$ cat src/design/iqc_pkg.sv
// package of constants and carrier types for the iq converter port controller
package iqc_pkg;
	localparam int CLK_PERIOD_NS   = 100;     // period of the 10 mhz clock
	localparam int TX_DATA_W       = 10;      // transmit sample width
	localparam int RX_DATA_W       = 8;       // receive sample width
	localparam int PWR_WAIT_US     = 100;     // power-up settling wait
	localparam int LOAD_PULSE_NS   = 100;     // latch load pulse width
	localparam int LOAD_SETUP_NS   = 50;      // load to transfer setup
	localparam int TXS_PULSE_NS    = 100;     // transfer strobe width
	localparam int TXS_PERIOD_NS   = 400;     // transfer strobe period
	localparam int RXS_HIGH_NS     = 200;     // receive strobe high time
	localparam int RXS_LOW_NS      = 200;     // receive strobe low time
	localparam int RXS_PERIOD_NS   = 460;     // receive strobe period
	localparam int RX_DATA_MAX_NS  = 220;     // data valid after period
	localparam int FIFO_DEPTH      = 16;      // transmit fifo depth
	// cycle counts, least times rounded up
	localparam int PWR_WAIT_CYC  = (PWR_WAIT_US * 1000 + CLK_PERIOD_NS - 1) / CLK_PERIOD_NS;
	localparam int LOAD_CYC      = (LOAD_PULSE_NS + CLK_PERIOD_NS - 1) / CLK_PERIOD_NS;
	localparam int SETUP_CYC     = (LOAD_SETUP_NS + CLK_PERIOD_NS - 1) / CLK_PERIOD_NS;
	localparam int TXS_CYC       = (TXS_PULSE_NS + CLK_PERIOD_NS - 1) / CLK_PERIOD_NS;
	localparam int TXS_PER_CYC   = (TXS_PERIOD_NS + CLK_PERIOD_NS - 1) / CLK_PERIOD_NS;
	localparam int RXS_HIGH_CYC  = (RXS_HIGH_NS + CLK_PERIOD_NS - 1) / CLK_PERIOD_NS;
	localparam int RXS_LOW_RAW   = (RXS_LOW_NS + CLK_PERIOD_NS - 1) / CLK_PERIOD_NS;
	localparam int RXS_PER_CYC   = (RXS_PERIOD_NS + CLK_PERIOD_NS - 1) / CLK_PERIOD_NS;
	localparam int RXS_LOW_CYC   = (RXS_PER_CYC - RXS_HIGH_CYC > RXS_LOW_RAW) ?
		(RXS_PER_CYC - RXS_HIGH_CYC) : RXS_LOW_RAW;
	// data is sampled RX_VALID_CYC plus one cycles into each low phase after the first; RX_VALID_CYC is the 220 ns delay rounded up
	localparam int RX_VALID_CYC  = (RX_DATA_MAX_NS + CLK_PERIOD_NS - 1) / CLK_PERIOD_NS;
	// transmit sample pair carried through the fifo
	typedef struct packed {
		logic [TX_DATA_W-1:0] inphase;     // in-phase code
		logic [TX_DATA_W-1:0] quadrature;  // quadrature code
	} iqc_pair_t;
	localparam int PAIR_W = 2 * TX_DATA_W;  // width of one pair
	// receive sample with its valid flag
	typedef struct packed {
		logic                 valid;       // sample present
		logic [RX_DATA_W-1:0] data;        // sample code
	} iqc_rx_t;
endpackage : iqc_pkg

$ cat src/design/iqc_fifo.sv
// synchronous fifo with valid and ready on both sides
`timescale 1ns/1ns
module iqc_fifo #(
	parameter int WIDTH = 20,
	parameter int DEPTH = 16
) (
	input  wire logic             clk_in,
	input  wire logic             reset_n_in,
	input  wire logic [WIDTH-1:0] wr_data_in,
	input  wire logic             wr_valid_in,
	output logic                  wr_ready_out,
	output logic      [WIDTH-1:0] rd_data_out,
	output logic                  rd_valid_out,
	input  wire logic             rd_ready_in
);
	localparam int AW = $clog2(DEPTH);
	logic [WIDTH-1:0] mem_q [DEPTH];   // storage array
	logic [AW-1:0]    wr_ptr_q;        // write index
	logic [AW-1:0]    rd_ptr_q;        // read index
	logic [AW:0]      count_q;         // words held
	logic             push;            // write accepted
	logic             pop;             // read accepted
	// honest flags from the fill count
	assign wr_ready_out = (count_q != AW'(0) + (AW+1)'(DEPTH)) ? 1'b1 : 1'b0;
	assign rd_valid_out = (count_q != '0);
	assign rd_data_out  = mem_q[rd_ptr_q];
	assign push = wr_valid_in && wr_ready_out;
	assign pop  = rd_valid_out && rd_ready_in;
	// storage write, no reset needed
	always_ff @(posedge clk_in) begin
		if (push) begin
			mem_q[wr_ptr_q] <= wr_data_in;
		end
	end
	// pointers and count
	always_ff @(posedge clk_in or negedge reset_n_in) begin
		if (!reset_n_in) begin
			wr_ptr_q <= '0;
			rd_ptr_q <= '0;
			count_q  <= '0;
		end else begin
			if (push) begin
				wr_ptr_q <= (wr_ptr_q == AW'(DEPTH - 1)) ? '0 : wr_ptr_q + 1'b1;
			end
			if (pop) begin
				rd_ptr_q <= (rd_ptr_q == AW'(DEPTH - 1)) ? '0 : rd_ptr_q + 1'b1;
			end
			if (push && !pop) begin
				count_q <= count_q + 1'b1;
			end else if (pop && !push) begin
				count_q <= count_q - 1'b1;
			end
		end
	end
endmodule : iqc_fifo

$ cat src/design/iqc_host.sv
// host controller driving the iq converter parallel port pins
//
// Function
// (RULE_01) device latches in-phase and quadrature from bus
// (RULE_02) device outputs change only on transfer
// (RULE_03) transfer strobe updates both channels together
// (RULE_04) load both latches before each transfer
// (RULE_05) device tx outputs float while powered down
// (RULE_06) device resets tx codes to mid-scale
// (RULE_07) wait 100 us after tx power-up
// (RULE_08) transfer strobe 100 ns wide, 400 ns apart
// (RULE_09) wait 100 us after rx power-up
// (RULE_10) rx strobe period 460, phases 200 ns
// (RULE_11) device data valid period plus 220 ns
// (RULE_12) device floats rx bus within 40 ns
// (RULE_13) conversion result appears at next rising edge
// (RULE_14) time all waits with rounded-up counters
`timescale 1ns/1ns
module iqc_host
	import iqc_pkg::*;
#(
	parameter int PWR_WAIT = PWR_WAIT_CYC   // power-up wait in cycles
) (
	input  wire logic                 MCLK_IN,
	input  wire logic                 RESET_N_IN,
	input  wire logic                 TX_ENABLE_IN,
	input  wire logic [PAIR_W-1:0]    TX_PAIR_IN,
	input  wire logic                 TX_VALID_IN,
	output logic                      TX_READY_OUT,
	input  wire logic                 RX_ENABLE_IN,
	input  wire logic [RX_DATA_W-1:0] RX_SAMPLE_BUS_IN,
	output logic                      TX_POWER_UP_OUT,
	output logic                      RX_POWER_UP_OUT,
	output logic [TX_DATA_W-1:0]      TX_SAMPLE_BUS_OUT,
	output logic                      INPHASE_LATCH_LOAD_OUT,
	output logic                      QUADRATURE_LATCH_LOAD_OUT,
	output logic                      TX_TRANSFER_OUT,
	output logic                      RX_STROBE_OUT,
	output logic [RX_DATA_W-1:0]      RX_DATA_OUT,
	output logic                      RX_VALID_OUT,
	output logic                      TX_READY_STATE_OUT,
	output logic                      RX_READY_STATE_OUT
);
	typedef enum logic [2:0] {
		TX_OFF, TX_WAIT, TX_IDLE, TX_LOAD_I, TX_LOAD_Q, TX_SETUP, TX_STROBE, TX_GAP
	} iqc_tx_state_t;
	typedef enum logic [1:0] {RX_OFF, RX_WAIT, RX_HIGH, RX_LOW} iqc_rx_state_t;

	localparam int CW = $clog2(PWR_WAIT + 1) + 1;  // counter width
	iqc_tx_state_t tx_state_q;          // transmit sequencer
	iqc_rx_state_t rx_state_q;          // receive strobe sequencer
	logic [CW-1:0] tx_cnt_q;            // transmit phase counter
	logic [CW-1:0] rx_cnt_q;            // receive phase counter
	logic [1:0]    tx_en_sync_q;        // tx enable synchroniser
	logic [1:0]    rx_en_sync_q;        // rx enable synchroniser
	logic [RX_DATA_W-1:0] rx_bus_s1_q;  // rx bus first stage
	logic [RX_DATA_W-1:0] rx_bus_s2_q;  // rx bus second stage
	logic          rx_armed_q;          // a conversion is pending
	iqc_pair_t     pair;                // fifo head
	logic          pair_valid;          // fifo has a pair
	logic          pair_take;           // pop pulse
	logic          tx_ready_w;          // fifo ready

	// transmit sample buffer; back-pressure reaches the source
	iqc_fifo #(.WIDTH(PAIR_W), .DEPTH(FIFO_DEPTH)) u_fifo (
		.clk_in       (MCLK_IN),
		.reset_n_in   (RESET_N_IN),
		.wr_data_in   (TX_PAIR_IN),
		.wr_valid_in  (TX_VALID_IN),
		.wr_ready_out (tx_ready_w),
		.rd_data_out  (pair),
		.rd_valid_out (pair_valid),
		.rd_ready_in  (pair_take)
	);
	// pair leaves the fifo when the transfer strobe fires; a power-down in that
	// same cycle aborts the transfer, so the pair must stay queued for later
	assign pair_take = (tx_state_q == TX_SETUP) && (tx_cnt_q == CW'(SETUP_CYC - 1)) &&
		tx_en_sync_q[1];

	// two-stage synchronisers for asynchronous inputs
	always_ff @(posedge MCLK_IN or negedge RESET_N_IN) begin
		if (!RESET_N_IN) begin
			tx_en_sync_q <= '0;
			rx_en_sync_q <= '0;
			rx_bus_s1_q  <= '0;
			rx_bus_s2_q  <= '0;
		end else begin
			tx_en_sync_q <= {tx_en_sync_q[0], TX_ENABLE_IN};
			rx_en_sync_q <= {rx_en_sync_q[0], RX_ENABLE_IN};
			rx_bus_s1_q  <= RX_SAMPLE_BUS_IN;
			rx_bus_s2_q  <= rx_bus_s1_q;
		end
	end

	// fifo ready registered copy for the top output
	always_ff @(posedge MCLK_IN or negedge RESET_N_IN) begin
		if (!RESET_N_IN) begin
			TX_READY_OUT <= 1'b0;
		end else begin
			TX_READY_OUT <= tx_ready_w;
		end
	end

	// transmit sequencer: power-up, load i, load q, transfer
	always_ff @(posedge MCLK_IN or negedge RESET_N_IN) begin
		if (!RESET_N_IN) begin
			tx_state_q                <= TX_OFF;
			tx_cnt_q                  <= '0;
			TX_POWER_UP_OUT           <= 1'b0;
			TX_SAMPLE_BUS_OUT         <= '0;
			INPHASE_LATCH_LOAD_OUT    <= 1'b0;
			QUADRATURE_LATCH_LOAD_OUT <= 1'b0;
			TX_TRANSFER_OUT           <= 1'b0;
			TX_READY_STATE_OUT        <= 1'b0;
		end else if (!tx_en_sync_q[1]) begin
			// power down; device outputs float and codes reset on next rise
			tx_state_q                <= TX_OFF; // RULE_05
			tx_cnt_q                  <= '0;
			TX_POWER_UP_OUT           <= 1'b0;
			INPHASE_LATCH_LOAD_OUT    <= 1'b0;
			QUADRATURE_LATCH_LOAD_OUT <= 1'b0;
			TX_TRANSFER_OUT           <= 1'b0;
			TX_READY_STATE_OUT        <= 1'b0;
		end else begin
			case (tx_state_q)
				TX_OFF: begin
					TX_POWER_UP_OUT <= 1'b1; // RULE_06
					tx_cnt_q        <= '0;
					tx_state_q      <= TX_WAIT;
				end
				TX_WAIT: begin
					// settle before any latch load or transfer
					if (tx_cnt_q == CW'(PWR_WAIT - 1)) begin // RULE_07 RULE_14
						tx_cnt_q           <= '0;
						tx_state_q         <= TX_IDLE;
						TX_READY_STATE_OUT <= 1'b1;
					end else begin
						tx_cnt_q <= tx_cnt_q + 1'b1;
					end
				end
				TX_IDLE: begin
					if (pair_valid) begin
						TX_SAMPLE_BUS_OUT      <= pair.inphase; // RULE_01
						INPHASE_LATCH_LOAD_OUT <= 1'b1;
						tx_cnt_q               <= '0;
						tx_state_q             <= TX_LOAD_I;
					end
				end
				TX_LOAD_I: begin
					// data stable while the load pulse is high
					if (tx_cnt_q == CW'(LOAD_CYC - 1)) begin
						INPHASE_LATCH_LOAD_OUT <= 1'b0;
						tx_cnt_q               <= '0;
						tx_state_q             <= TX_LOAD_Q;
					end else begin
						tx_cnt_q <= tx_cnt_q + 1'b1;
					end
				end
				TX_LOAD_Q: begin
					// bus changes one cycle after the falling load edge
					if (!QUADRATURE_LATCH_LOAD_OUT && tx_cnt_q == '0) begin
						TX_SAMPLE_BUS_OUT         <= pair.quadrature; // RULE_04
						QUADRATURE_LATCH_LOAD_OUT <= 1'b1;
					end else if (tx_cnt_q == CW'(LOAD_CYC - 1)) begin
						QUADRATURE_LATCH_LOAD_OUT <= 1'b0;
						tx_cnt_q                  <= '0;
						tx_state_q                <= TX_SETUP;
					end else begin
						tx_cnt_q <= tx_cnt_q + 1'b1;
					end
				end
				TX_SETUP: begin
					// both latches hold the pair; now transfer together
					if (tx_cnt_q == CW'(SETUP_CYC - 1)) begin
						TX_TRANSFER_OUT <= 1'b1; // RULE_03 RULE_02
						tx_cnt_q        <= '0;
						tx_state_q      <= TX_STROBE;
					end else begin
						tx_cnt_q <= tx_cnt_q + 1'b1;
					end
				end
				TX_STROBE: begin
					if (tx_cnt_q == CW'(TXS_CYC - 1)) begin // RULE_08
						TX_TRANSFER_OUT <= 1'b0;
						tx_state_q      <= TX_GAP;
					end
					tx_cnt_q <= tx_cnt_q + 1'b1;
				end
				TX_GAP: begin
					// hold off until the strobe period has elapsed
					if (tx_cnt_q >= CW'(TXS_PER_CYC - 1)) begin // RULE_08
						tx_cnt_q   <= '0;
						tx_state_q <= TX_IDLE;
					end else begin
						tx_cnt_q <= tx_cnt_q + 1'b1;
					end
				end
				default: begin
					tx_state_q <= TX_OFF;
				end
			endcase
		end
	end

	// receive strobe generator and sample capture
	always_ff @(posedge MCLK_IN or negedge RESET_N_IN) begin
		if (!RESET_N_IN) begin
			rx_state_q         <= RX_OFF;
			rx_cnt_q           <= '0;
			rx_armed_q         <= 1'b0;
			RX_POWER_UP_OUT    <= 1'b0;
			RX_STROBE_OUT      <= 1'b0;
			RX_DATA_OUT        <= '0;
			RX_VALID_OUT       <= 1'b0;
			RX_READY_STATE_OUT <= 1'b0;
		end else if (!rx_en_sync_q[1]) begin
			// power down; device floats its bus, nothing captured
			rx_state_q         <= RX_OFF; // RULE_12
			rx_cnt_q           <= '0;
			rx_armed_q         <= 1'b0;
			RX_POWER_UP_OUT    <= 1'b0;
			RX_STROBE_OUT      <= 1'b0;
			RX_VALID_OUT       <= 1'b0;
			RX_READY_STATE_OUT <= 1'b0;
		end else begin
			RX_VALID_OUT <= 1'b0;
			case (rx_state_q)
				RX_OFF: begin
					RX_POWER_UP_OUT <= 1'b1;
					rx_cnt_q        <= '0;
					rx_state_q      <= RX_WAIT;
				end
				RX_WAIT: begin
					if (rx_cnt_q == CW'(PWR_WAIT - 1)) begin // RULE_09 RULE_14
						rx_cnt_q           <= '0;
						RX_STROBE_OUT      <= 1'b1;
						RX_READY_STATE_OUT <= 1'b1;
						rx_state_q         <= RX_HIGH;
					end else begin
						rx_cnt_q <= rx_cnt_q + 1'b1;
					end
				end
				RX_HIGH: begin
					if (rx_cnt_q == CW'(RXS_HIGH_CYC - 1)) begin // RULE_10
						RX_STROBE_OUT <= 1'b0;
						rx_cnt_q      <= '0;
						rx_state_q    <= RX_LOW;
					end else begin
						rx_cnt_q <= rx_cnt_q + 1'b1;
					end
				end
				RX_LOW: begin
					// previous conversion settled: period plus max delay passed
					if (rx_cnt_q == CW'(RX_VALID_CYC + 1) && rx_armed_q) begin // RULE_11 RULE_13
						RX_DATA_OUT  <= rx_bus_s2_q;
						RX_VALID_OUT <= 1'b1;
					end
					if (rx_cnt_q >= CW'(RXS_LOW_CYC - 1) &&
						rx_cnt_q >= CW'(RX_VALID_CYC + 1)) begin // RULE_10
						RX_STROBE_OUT <= 1'b1;
						rx_armed_q    <= 1'b1;
						rx_cnt_q      <= '0;
						rx_state_q    <= RX_HIGH;
					end else begin
						rx_cnt_q <= rx_cnt_q + 1'b1;
					end
				end
				default: begin
					rx_state_q <= RX_OFF;
				end
			endcase
		end
	end
endmodule : iqc_host

$ cat config.mk
export PLATFORM = sky130hd
export DESIGN_NAME = iqc_host
export DESIGN_NICKNAME = d
export VERILOG_FILES = /design/src/design/iqc_pkg.sv /design/src/design/iqc_fifo.sv /design/src/design/iqc_host.sv
export SDC_FILE = /design/constraint.sdc
export NUM_CORES = 1
export LEC_CHECK = 0
export BUFFER_PORTS_ARGS = -buffer_cell sky130_fd_sc_hd__buf_4
export CAP_MARGIN = 30
export CORE_MARGIN = 2
export CORE_UTILIZATION = 25
export CTS_CLUSTER_DIAMETER = 60
export DETAILED_ROUTE_END_ITERATION = 8
export PLACE_DENSITY = 0.46
export SLEW_MARGIN = 15
export SYNTH_ARGS = -nofsm -noshare
export SYNTH_HDL_FRONTEND = slang
export SYNTH_SLANG_ARGS = --single-unit
$ cat constraint.sdc
create_clock -name MCLK_IN -period 3 [get_ports MCLK_IN]
set_input_delay 0.15 -clock MCLK_IN [delete_from_list [all_inputs] [get_ports MCLK_IN]]
set_output_delay 0.15 -clock MCLK_IN [all_outputs]
set_load 0.005 [all_outputs]
==> impl_results.md, run 1 <==
* Largest area contributor in the synthesized netlist: edfxtp_1
* Switching pwr at ~0.004 W
* Average wire per cell in the routed design at 20.6 um
* Core area at 0.0655 mm^2
* Clk_lat worst skew at between 0.5 and 0.6 ns
* Fin Setup TNS at 0 ns
* Count leader, synth: edfxtp_1
* Nets at between 1000 and 1500
* Design area at slightly above 0.02 mm^2
* H-tree depth at 2
* Status: finished clean
* Synth top area share at 58.3%
* Peak VDD IR at 378 uV
* Most used DFF post-synth: edfxtp_1
* Width of the die at roughly 260 um
* Tmin final at about 2.8 ns
* Number of global-route vias before repair at 9435
* Layout area overhead at 22.1%
* Overall routing resource usage at 12.3%
* # IOs at 61
* Worst slew pin tran at between 0.8 and 0.9 ns
* Fin worst setup slack at ~0.23 ns
* DR iter-0 viols at 739
* Routed Wire Length at between 40000 and 50000 um
* Critical Setup Path Class: reg2reg
* Comb power frac at 16.9%
* Crit path launch type: register
* Routed Antenna Nets at 0
* Routability cong. at ~0.74
* Top post-synthesis cells by area: edfxtp_1 (58%), dfrtp_1 (14%), mux4_2 (8.2%), mux2i_1 (2.5%), ha_1 (1.4%)
* Switch share at a little over a quarter
* Reg2Reg Setup Slack at ~0.23 ns
* Die H at 261 um
* Mapped cell area at between 0.015 and 0.02 mm^2
* Clock network fraction of design power at 35.9%
* Root Buffer: clkbuf_16
* CP endpoint kind: register
* Diodes inserted at 0
* Hold Vio Cnt, Final at 0
* DP Worst Slack at 0.158 ns
* FF-to-FF End: u_fifo.count_q[4]
* Via/cell ratio at roughly 4.5
* Syn Area/Cell at about 17 um^2
* Cell Pwr Density at about 750 mW/mm^2
* Syn_nets at 1008
* Clock skew at roughly 0.019 ns
* Register area share after synthesis at 71.8%
* Row Count at 94
* Synth top cells by count: edfxtp_1 (320), dfrtp_1 (89), mux4_2 (60), nor2_1 (49), mux2i_1 (41)
* First-pass GRT wire length at around 60000 um
* Worst EP required at about 3.5 ns
* Worst R2R Start: tx_cnt_q[0]
* Antenna violations before repair at 0
* Drt first pass iters at 5
* Slew headroom at between 40% and 50%
* Share of cells above drive strength 1 at between 20% and 30%
* Fmax at 362 MHz
* Area after DPL at between 0.015 and 0.02 mm^2
* CTS buffer count at 46
* Internal at between 0.01 and 0.015 W
* Final Cycle Share at slightly above 90%
* Static Leakage at slightly below 7 nW
* Share of total power in sequential cells at 47.2%
* Filler cells at between 6000 and 7000
* DP Wirelength at about 25000 um
* Ys async rst share at between 20% and 30%
* Crit path max fanout at 5
* Path type of the worst min-delay path: in2async
* Grt total ovfl at 0
* Metal1 wirelength at approximately 19000 um
* Max Cap Violations at 0
* FF+latch count, synth at about 410
* Largest net degree at the start of global routing at 36
* Yosys warns at 0
* CTS tree: done
* Met2 routed WL at 19600 um
* RSZ-0062 raised after global routing: false
* Highest Signal Layer: met4
* DR vias at 9103
* Netlist cell types at 64
* Clk buf depth at 3
* Number of flops mapped to enable cells by yosys at between 300 and 400
* Mapped Cells at 956
* Endpoints failing setup at 0
* Reg2reg path depth at 13
* DRC Markers at 0
* Final Max Slew Viols at 0
* Die area at 0.0680 mm^2
* Clock Sinks at between 400 and 500
* Buffers on Ports at 60
* Routed wl met3 at roughly 1700 um
* Initial Util at 25.2%
* Clock slew at reported path FFs at roughly 0.050 ns
* Critical Path AT at approximately 3.2 ns
cells in the final DEF (no fill, tap or decap), drive strengths merged, types with 20 or more instances in the layout:
cell type	count
nor2	49
clkbuf	56
o21ai	32
edfxtp	320
dlygate4sd3	31
mux2i	41
inv	31
clkinv	23
buf	118
a221oi	20
nand2	24
dfrtp	89
mux4	60
power by group through the flow:
stage	Clock (W)	Combinational, W	Sequential [W]
floorplan	0	0.00162	0.00703
global placement	0	0.00255	0.00720
detailed placement	0	0.00255	0.00721
CTS	0.00559	0.00260	0.00710
global route	0.00582	0.00279	0.00716
finish	0.00541	0.00254	0.00710
state kept, by name, indices dropped and copies added (netlist names), 5 cells and up:
signal and count:
rx_bus_s2_q 8, RX_DATA_OUT 8, rx_bus_s1_q 8, u_fifo.count_q 5
tx_cnt_q 11, TX_SAMPLE_BUS_OUT 10, u_fifo.mem_q 320, rx_cnt_q 11
through the flow:
step / hold WS [ns] / power (W) / util, % / std cells
3_5_place_dp: 0.115 / 0.00976 / 28.0 / 1890
3_3_place_gp: 0.111 / 0.00974 / 28.0 / 1890
2_1_floorplan: -0.146 / 0.00865 / - / 956
5_1_grt: 0.0790 / 0.0158 / 30.7 / 2006
6_report: 0.0450 / 0.0150 / 30.7 / 2006
4_1_cts: 0.0227 / 0.0153 / 30.7 / 2006
timing repair:
| action | in CTS | in global routing |
|---|---|---|
| endpoints found under the hold margin | 384 | 0 |
| endpoints found under the setup margin | 0 | 1 |
| gates resized for setup | 0 | 1 |
| setup buffers | 0 | 0 |
| hold buffers | 31 | 0 |
worst max-delay path: stages (launching register included):
cell	delay (ns)
dfrtp_1	0.43
inv_1	0.08
ha_1	0.17
nor4b_2	0.25
and3_1	0.24
nand4_1	0.12
ha_1	0.26
inv_1	0.14
ha_1	0.28
a21o_1	0.20
a21oi_1	0.17
xnor2_1	0.13
nor2_1	0.07
xnor2_1	0.13
kinds of logic after synthesis:
family                   synth area share (%)
buffers and inverters                    1.97
adder cells (fa/ha/maj)                  1.49
XOR/XNOR                                0.956
AO/OA/AOI/OAI                            7.11
flip-flops                               71.8
multiplexers                             11.5
AND/OR/NAND/NOR                          5.19
worst max-delay path by stage:
stage	from	end	slack, ns	cells past startpoint
floorplan	u_fifo.count_q[0]	u_fifo.mem_q[1][0]	0.04	6
global placement	tx_cnt_q[0]	u_fifo.count_q[4]	0.17	13
detailed placement	tx_cnt_q[0]	u_fifo.count_q[4]	0.16	13
CTS	tx_cnt_q[0]	u_fifo.count_q[4]	0.14	13
global route	tx_cnt_q[0]	u_fifo.count_q[4]	0.01	13
finish	tx_cnt_q[0]	u_fifo.count_q[4]	0.23	13
area by class of cell:
cell class | count | area (um^2) | share of cell area, %
Multi-Input combinational cell | 470 | 4380 | 21.8
Clock inverter | 29 | 250 | 1.24
Inverter | 29 | 109 | 0.541
Clock buffer | 56 | 1200 | 5.96
Tap cell | 864 | 1080 | 5.37
Sequential cell | 409 | 11800 | 58.8
Timing Repair Buffer | 149 | 1260 | 6.26
layer usage:
layer  GRT usage (%)  up-vias
met5               0        -
met4            3.25        0
met3            2.21       49
met2            19.9      184
met1            16.9     4762
li1                -     4108
Note: power is estimated with default switching activity, not from simulation.
==> run 2: changes to the inputs <==
Settings changed: CELL_PAD_IN_SITES_DETAIL_PLACEMENT set to 0, CELL_PAD_IN_SITES_GLOBAL_PLACEMENT set to 1, PLACE_DENSITY 0.46 to 0.49, SKIP_CTS_REPAIR_TIMING set to 1.
Clock period 3 ns to 3.2 ns, I/O delays scaled along.
==> run 2 against run 1 <==
Effect of this change: utilization is essentially flat; fmax shrank 3.5%; non-clock buffer count shrank 15; final area grew 0.13%; sequential power shrank 6.2%; cell count shrank 0.60%; sequential cell count is the same; critical endpoint unchanged; first-iteration DRC count shrank 13%.
==> impl_results.md, run 2 (synthesized netlist as in run 1, its figures left out) <==
* Clock skew at 0.0281 ns (+0.00883 ns)
* Largest Register: u_fifo.mem_q
* Area after DPL at 0.0182 mm^2 (-0.61%)
* DRC Markers at 0 (unchanged)
* Core area at 0.0655 mm^2 (unchanged)
* Nets at 1143 (-1.2%)
* Final Cycle Share at 89.6% (-2.6 points)
* Clock Sinks at 409 (unchanged)
* H-tree depth at 2 (unchanged)
* DR iter-0 viols at 644 (-13%)
* Worst slew pin tran at 0.780 ns (-0.0246 ns)
* Number of global-route vias before repair at 9307 (-1.4%)
* Hold Startpoint: TX_VALID_IN
* Clk_lat worst skew at 0.60 ns (+0.02 ns)
* Clk buf depth at 3 (unchanged)
* Width of the die at 261 um (unchanged)
* Top Registers: u_fifo.mem_q x320, rx_cnt_q x11, tx_cnt_q x11
* Share of cells above drive strength 1 at 24.7% (-0.091 points)
* Routed Wire Length at 42000 um (+1.4%)
* # IOs at 61 (unchanged)
* Via/cell ratio at 4.48 (-1.3%)
* Critical path's most frequent cell: ha_1
* First-pass GRT wire length at 62900 um (+1.8%)
* Routability cong. at 0.737 (-0.71%)
* Worst Path Buf+Inv at 2 (unchanged)
* Die H at 261 um (unchanged)
* Root Buffer: clkbuf_16
* Max Cap Violations at 0 (unchanged)
* Cell Pwr Density at 719 mW/mm^2 (-3.9%)
* DR vias at 8929 (-1.9%)
* Clock slew at reported path FFs at 0.06 ns (about the same)
* Peak VDD IR at 395 uV (+4.5%)
* Grt total ovfl at 0 (unchanged)
* Buffers on Ports at 60 (unchanged)
* Critical-path top delay cell: dfrtp_1
* Cell family with most CP delay: simple AND/OR/NAND/NOR gates
* Critical Setup Path Class: reg2reg
* CTS tree: done
* CP endpoint kind: register
* Fmax at 349 MHz (-3.5%)
* Design area at 0.0201 mm^2 (+0.13%)
* RSZ-0062 raised after global routing: false
* Filler cells at 6420 (+0.062%)
* Layout area overhead at 22.2%
* Most common cell after layout, fill and taps aside: edfxtp_1
* Crit path max fanout at 5 (unchanged)
* Drt first pass iters at 5 (unchanged)
* Max reg flops at 320 (unchanged)
* Final Max Slew Viols at 0 (unchanged)
* Fin Setup TNS at 0 ns (unchanged)
* Worst EP required at 3.67 ns (+0.20 ns)
* Slew headroom at 48.0% (+1.6 points)
* Hold Vio Cnt, Final at 0 (unchanged)
* Antenna violations before repair at 1 (+1)
* Tmin final at 2.87 ns (+0.101 ns)
* Critical Path AT at 3.34 ns (+0.11 ns)
* Worst R2R Start: tx_cnt_q[0]
* Status: finished clean
* CP startpoint: tx_cnt_q[0]
* Crit path largest cell delay at 0.43 ns (about the same)
* Endpoints failing setup at 0 (unchanged)
* Die area at 0.0680 mm^2 (unchanged)
* Overall Power at 0.0145 W (-3.8%)
* Critical-path cell list: inv_1 > ha_1 > nor4b_1 > and3_1 > nand4_1 > ha_1 > inv_1 > ha_1 > a21o_1 > a21oi_1 > xnor2_1 > nor2_1 > xnor2_1
* Crit path launch type: register
* Routed Antenna Nets at 0 (unchanged)
* DP Wirelength at 24200 um (-5.1%)
* Static Leakage at 6.87 nW (about the same)
* CTS buffer count at 47 (+2.2%)
* Path type of the worst min-delay path: in2reg
* Initial Util at 25.2% (unchanged)
* Diodes inserted at 0 (unchanged)
* Row Count at 94 (unchanged)
* Largest net degree at the start of global routing at 65 (+81%)
* Average wire per cell in the routed design at 21.1 um (+2.0%)
* Commonest cells after routing, fill and taps aside: edfxtp_1 (320), buf_4 (98), dfrtp_1 (87), mux4_2 (60), clkbuf_16 (48)
* Overall routing resource usage at 12.6% (+0.30 points)
-- run 2: cell types whose count changed in the layout (fill, tap and decap cells not counted), sizes merged --
cell,before,now
buf,118,103
clkinv,23,19
clkbuf,56,65
clkinvlp,1,0
inv,31,30
-- run 2: worst paths after layout --
kind                                       to  slack, ns  cells after the start
hold / removal             u_fifo.wr_ptr_q[1]       0.13                      4
setup / recovery            u_fifo.count_q[4]       0.33                     13
max in group asynchronous         tx_cnt_q[5]       2.31                      3
hold reg to reg               tx_en_sync_q[1]       0.35                      0
min in group asynchronous     rx_en_sync_q[1]       0.19                      2
setup reg to reg            u_fifo.count_q[4]       0.33                     13
-- run 2: stage by stage --
stage | cells | worst slack, ns | utilization (%) | hold slack [ns]
final | 1994 | 0.333 | 30.8 | 0.132
after global routing | 1994 | 0.173 | 30.8 | 0.140
after CTS | 1963 | 0.333 | 30.3 | -0.355
after detailed placement | 1875 | 0.333 | 27.9 | 0.271
after global placement | 1875 | 0.342 | 27.9 | 0.271
after floorplan | 956 | 0.237 | - | -0.136
-- run 2: worst min-delay path: stages --
cell	delay, ns
buf_4	0.07
and2_1	0.18
buf_4	0.18
o21ai_0	0.08
-- run 2: power breakdown --
group	internal [W]	total (W)	leakage, nW	switching, W
registers	0.00631	0.00666	4.04	0.000344
clock network	0.00323	0.00547	0.789	0.00224
logic	0.00105	0.00235	2.04	0.00131
total	0.0106	0.0145	6.87	0.00389
-- run 2: final cells by class --
| cell class | instances | area (um^2) | share of cell area, % |
|---|---|---|---|
| clock buffer | 65 | 1360 | 6.73 |
| inverter | 29 | 109 | 0.540 |
| timing repair buffer | 134 | 1150 | 5.69 |
| clock inverter | 23 | 239 | 1.19 |
| tap | 864 | 1080 | 5.37 |
| multi-input combinational | 470 | 4380 | 21.7 |
| sequential | 409 | 11800 | 58.8 |
-- run 2: routing by layer --
metal,vias to the layer above,wire (um),GRT usage (%)
met5,-,13,0
met2,149,19500,19.9
met1,4654,19800,17.3
met4,2,830,3.21
met3,56,1800,2.97
li1,4068,-,-
==> run 3: changes to the inputs <==
Settings changed: GPL_TIMING_DRIVEN set to 1, SYNTH_HIERARCHICAL set to 1.
==> run 3 against run 2 <==
Effect of this change: highest routed layer unchanged; synthesized cell count down 5.9%; cell count down 1.7%; critical endpoint is now u_fifo/count_q[4]; sequential power about the same; final area up 0.46%; largest power group unchanged; critical path type unchanged.
==> impl_results.md, run 3 <==
* Peak VDD IR at 416 uV (+5.4%)
* Netlist cell types at 69 (+7.8%)
* # IOs at 61 (unchanged)
* Max reg flops at 320 (unchanged)
* Most common cell after layout, fill and taps aside: edfxtp_1
* DR vias at 8686 (-2.7%)
* Static Leakage at 7.04 nW (+2.4%)
* Worst R2R Start: tx_cnt_q[6]
* Number of global-route vias before repair at 8910 (-4.3%)
* Hold Startpoint: TX_VALID_IN
* Antenna violations before repair at 1 (unchanged)
* Root Buffer: clkbuf_16
* Reg2Reg Setup Slack at 0.22 ns (-0.11 ns)
* Post-synthesis xor/xnor area fraction at 0.903% (-0.054 points)
* Clock Sinks at 409 (unchanged)
* Status: finished clean
* Yosys warns at 6 (+6)
* Overall routing resource usage at 12.1% (-0.51 points)
* Post-synthesis adder-cell area fraction at 1.49% (about the same)
* Syn_nets at 952 (-5.6%)
* Routed Antenna Nets at 0 (unchanged)
* Core area at 0.0655 mm^2 (unchanged)
* CP endpoint kind: register
* Hold WS at 0.159 ns (+0.0271 ns)
* Clk buf depth at 3 (unchanged)
* Most used DFF post-synth: edfxtp_1
* Area after DPL at 0.0183 mm^2 (+0.46%)
* Width of the die at 261 um (about the same)
* Crit path launch type: register
* DRC Markers at 0 (unchanged)
* DR iter-0 viols at 592 (-8.1%)
* CTS tree: done
* Crit path max fanout at 3 (-2)
* Grt total ovfl at 0 (unchanged)
* Via/cell ratio at 4.43 (-1.1%)
* CTS buffer count at 49 (+4.3%)
* Filler cells at 6420 (unchanged)
* Simple-gate area share of the yosys netlist at 5.89% (+0.69 points)
* Row Count at 94 (unchanged)
* Synth top cells by count: edfxtp_1 (320), dfrtp_1 (89), nand2_1 (60), mux4_2 (47), a22oi_1 (40)
* Worst EP required at 3.63 ns (-0.04 ns)
* Design area at 0.0202 mm^2 (+0.46%)
* Mapped Cells at 900 (-5.9%)
* Tmin final at 2.98 ns (+0.114 ns)
* Slew headroom at 48.8% (+0.84 points)
* Non-Filler Instances at 1961 (-1.7%)
* Critical Setup Path Class: reg2reg
* Largest area contributor in the synthesized netlist: edfxtp_1
* Synth top area share at 58.3% (about the same)
* Worst slew pin tran at 0.768 ns (-0.0117 ns)
* Clk_lat worst skew at 0.61 ns (about the same)
* Mapped cell area at 0.0165 mm^2 (about the same)
* Largest Register: u_fifo/mem_q
* Nets at 1110 (-2.9%)
* Share of cells above drive strength 1 at 25.6% (+0.93 points)
* Count leader, synth: edfxtp_1
* Final Max Slew Viols at 0 (unchanged)
* Worst hold stages at 4 (unchanged)
* Syn Area/Cell at 18.3 um^2 (+6.3%)
* Fmax at 336 MHz (-3.8%)
* RSZ-0062 raised after global routing: false
* Die area at 0.0680 mm^2 (about the same)
* CP startpoint: tx_cnt_q[6]
* Diodes inserted at 0 (unchanged)
* Average wire per cell in the routed design at 20.4 um (-2.9%)
* H-tree depth at 2 (unchanged)
* Initial Util at 25.2% (about the same)
* WHS Endpoint: u_fifo/wr_ptr_q[0]
* Die H at 261 um (about the same)
* Drt first pass iters at 5 (unchanged)
* Reg2reg path depth at 10 (-3)
* FF+latch count, synth at 409 (unchanged)
* Routed Wire Length at 40100 um (-4.5%)
* Largest net degree at the start of global routing at 53 (-18%)
* Top post-synthesis cells by area: edfxtp_1 (58%), dfrtp_1 (14%), mux4_2 (6.4%), mux4_1 (5.3%), a22oi_1 (1.8%)
* Buffers on Ports at 60 (unchanged)
* Final Cycle Share at 93.1% (+3.6 points)
* Synth Area in Compound Gates at 4.99% (-2.1 points)
* Number of flops mapped to enable cells by yosys at 320 (unchanged)
* Path type of the worst min-delay path: in2reg
* Util after Layout at 30.9% (+0.14 points)
* Mux contribution to synthesized area at 13.0% (+1.6 points)
* Layout area overhead at 22.7%
* Cell Pwr Density at 735 mW/mm^2 (+2.3%)
* FF-to-FF End: u_fifo/count_q[4]
* Top Registers: u_fifo/mem_q x320, rx_cnt_q x11, tx_cnt_q x11
* DP Wirelength at 23400 um (-3.1%)
* Max Cap Violations at 0 (unchanged)
* Endpoints failing setup at 0 (unchanged)
* Critical Path AT at 3.41 ns (+0.07 ns)
* Placed cells at 1840 (-1.9%)
* First-pass GRT wire length at 60200 um (-4.4%)
* Largest family of logic cells by synthesized area: multiplexers
* Fin Setup TNS at 0 ns (unchanged)
* Routability cong. at 0.748 (+1.5%)
* Clock slew at reported path FFs at 0.05 ns (about the same)
* Hold Vio Cnt, Final at 0 (unchanged)
* Register area share after synthesis at 71.8% (about the same)
* Ys async rst share at 21.8% (unchanged)
* Clock skew at 0.0488 ns (+0.0207 ns)
* Commonest cells after routing, fill and taps aside: edfxtp_1 (320), buf_4 (114), dfrtp_1 (87), nand2_1 (60), clkbuf_16 (49)
run 3: cell count changes after synthesis, sizes merged, moves of 8 or more:
cell    previous run  this run
nor2              49        31
a21oi             16         6
a221o             17         1
a22oi             10        40
inv               28         9
mux2i             41        11
a221oi            20         0
nand2             24        60
o211ai             9         1
mux4              60        80
run 3: how the worst max path moves through the flow:
stage,end,slack (ns),cells after the start
floorplan,u_fifo/count_q[4],0.06,11
global placement,u_fifo/count_q[4],0.24,10
detailed placement,u_fifo/count_q[4],0.25,10
CTS,u_fifo/count_q[4],0.19,10
global route,u_fifo/count_q[4],0.02,10
finish,u_fifo/count_q[4],0.22,10
run 3: cell type report:
cell class,instances,area (um^2),share of cell area [%]
inverter,9,33.8,0.167
clock inverter,25,277,1.37
clock buffer,65,1330,6.55
multi-input combinational,439,4410,21.8
timing repair buffer,150,1270,6.26
tap,864,1080,5.34
sequential,409,11800,58.5
run 3: critical path, stage by stage, from the launching register on:
cell	delay [ns]
dfrtp_1	0.37
or4_1	0.58
nor3_2	0.21
and4_1	0.28
o21ai_4	0.08
ha_1	0.20
inv_1	0.07
ha_1	0.26
a21o_1	0.22
a2111oi_0	0.40
o31ai_1	0.14
run 3: power breakdown:
| group | total (W) | switching [W] | internal, W |
|---|---|---|---|
| Clock | 0.00544 | 0.00225 | 0.00319 |
| Combinational | 0.00276 | 0.00148 | 0.00128 |
| Sequential | 0.00668 | 0.000363 | 0.00631 |
| Total | 0.0149 | 0.00410 | 0.0108 |
run 3: kinds of logic (layout without fill, tap and decap cells):
logic type,count (synthesis),after routing
xor gates and xnor gates,17,17
adders and majority gates,19,19
DFF,409,409
and+or+nand+nor,184,184
buffers and inverters,52,249
muxes,101,101
AOI/OAI and AO/OA,118,118
run 3: metrics by stage:
| step | power (W) | worst slack, ns |
|---|---|---|
| floorplan | 0.00850 | 0.0647 |
| global placement | 0.00957 | 0.240 |
| detailed placement | 0.00958 | 0.252 |
| CTS | 0.0151 | 0.190 |
| global route | 0.0157 | 0.0245 |
| finish | 0.0149 | 0.219 |
run 3: routing by layer:
metal | GRT usage, % | share of wire, % | vias to the layer above
met2 | 19.7 | 48 | 138
met5 | 0 | 0.032 | -
met1 | 16.5 | 46 | 4559
met3 | 2.53 | 4.1 | 43
li1 | - | - | 3944
met4 | 2.87 | 1.5 | 2
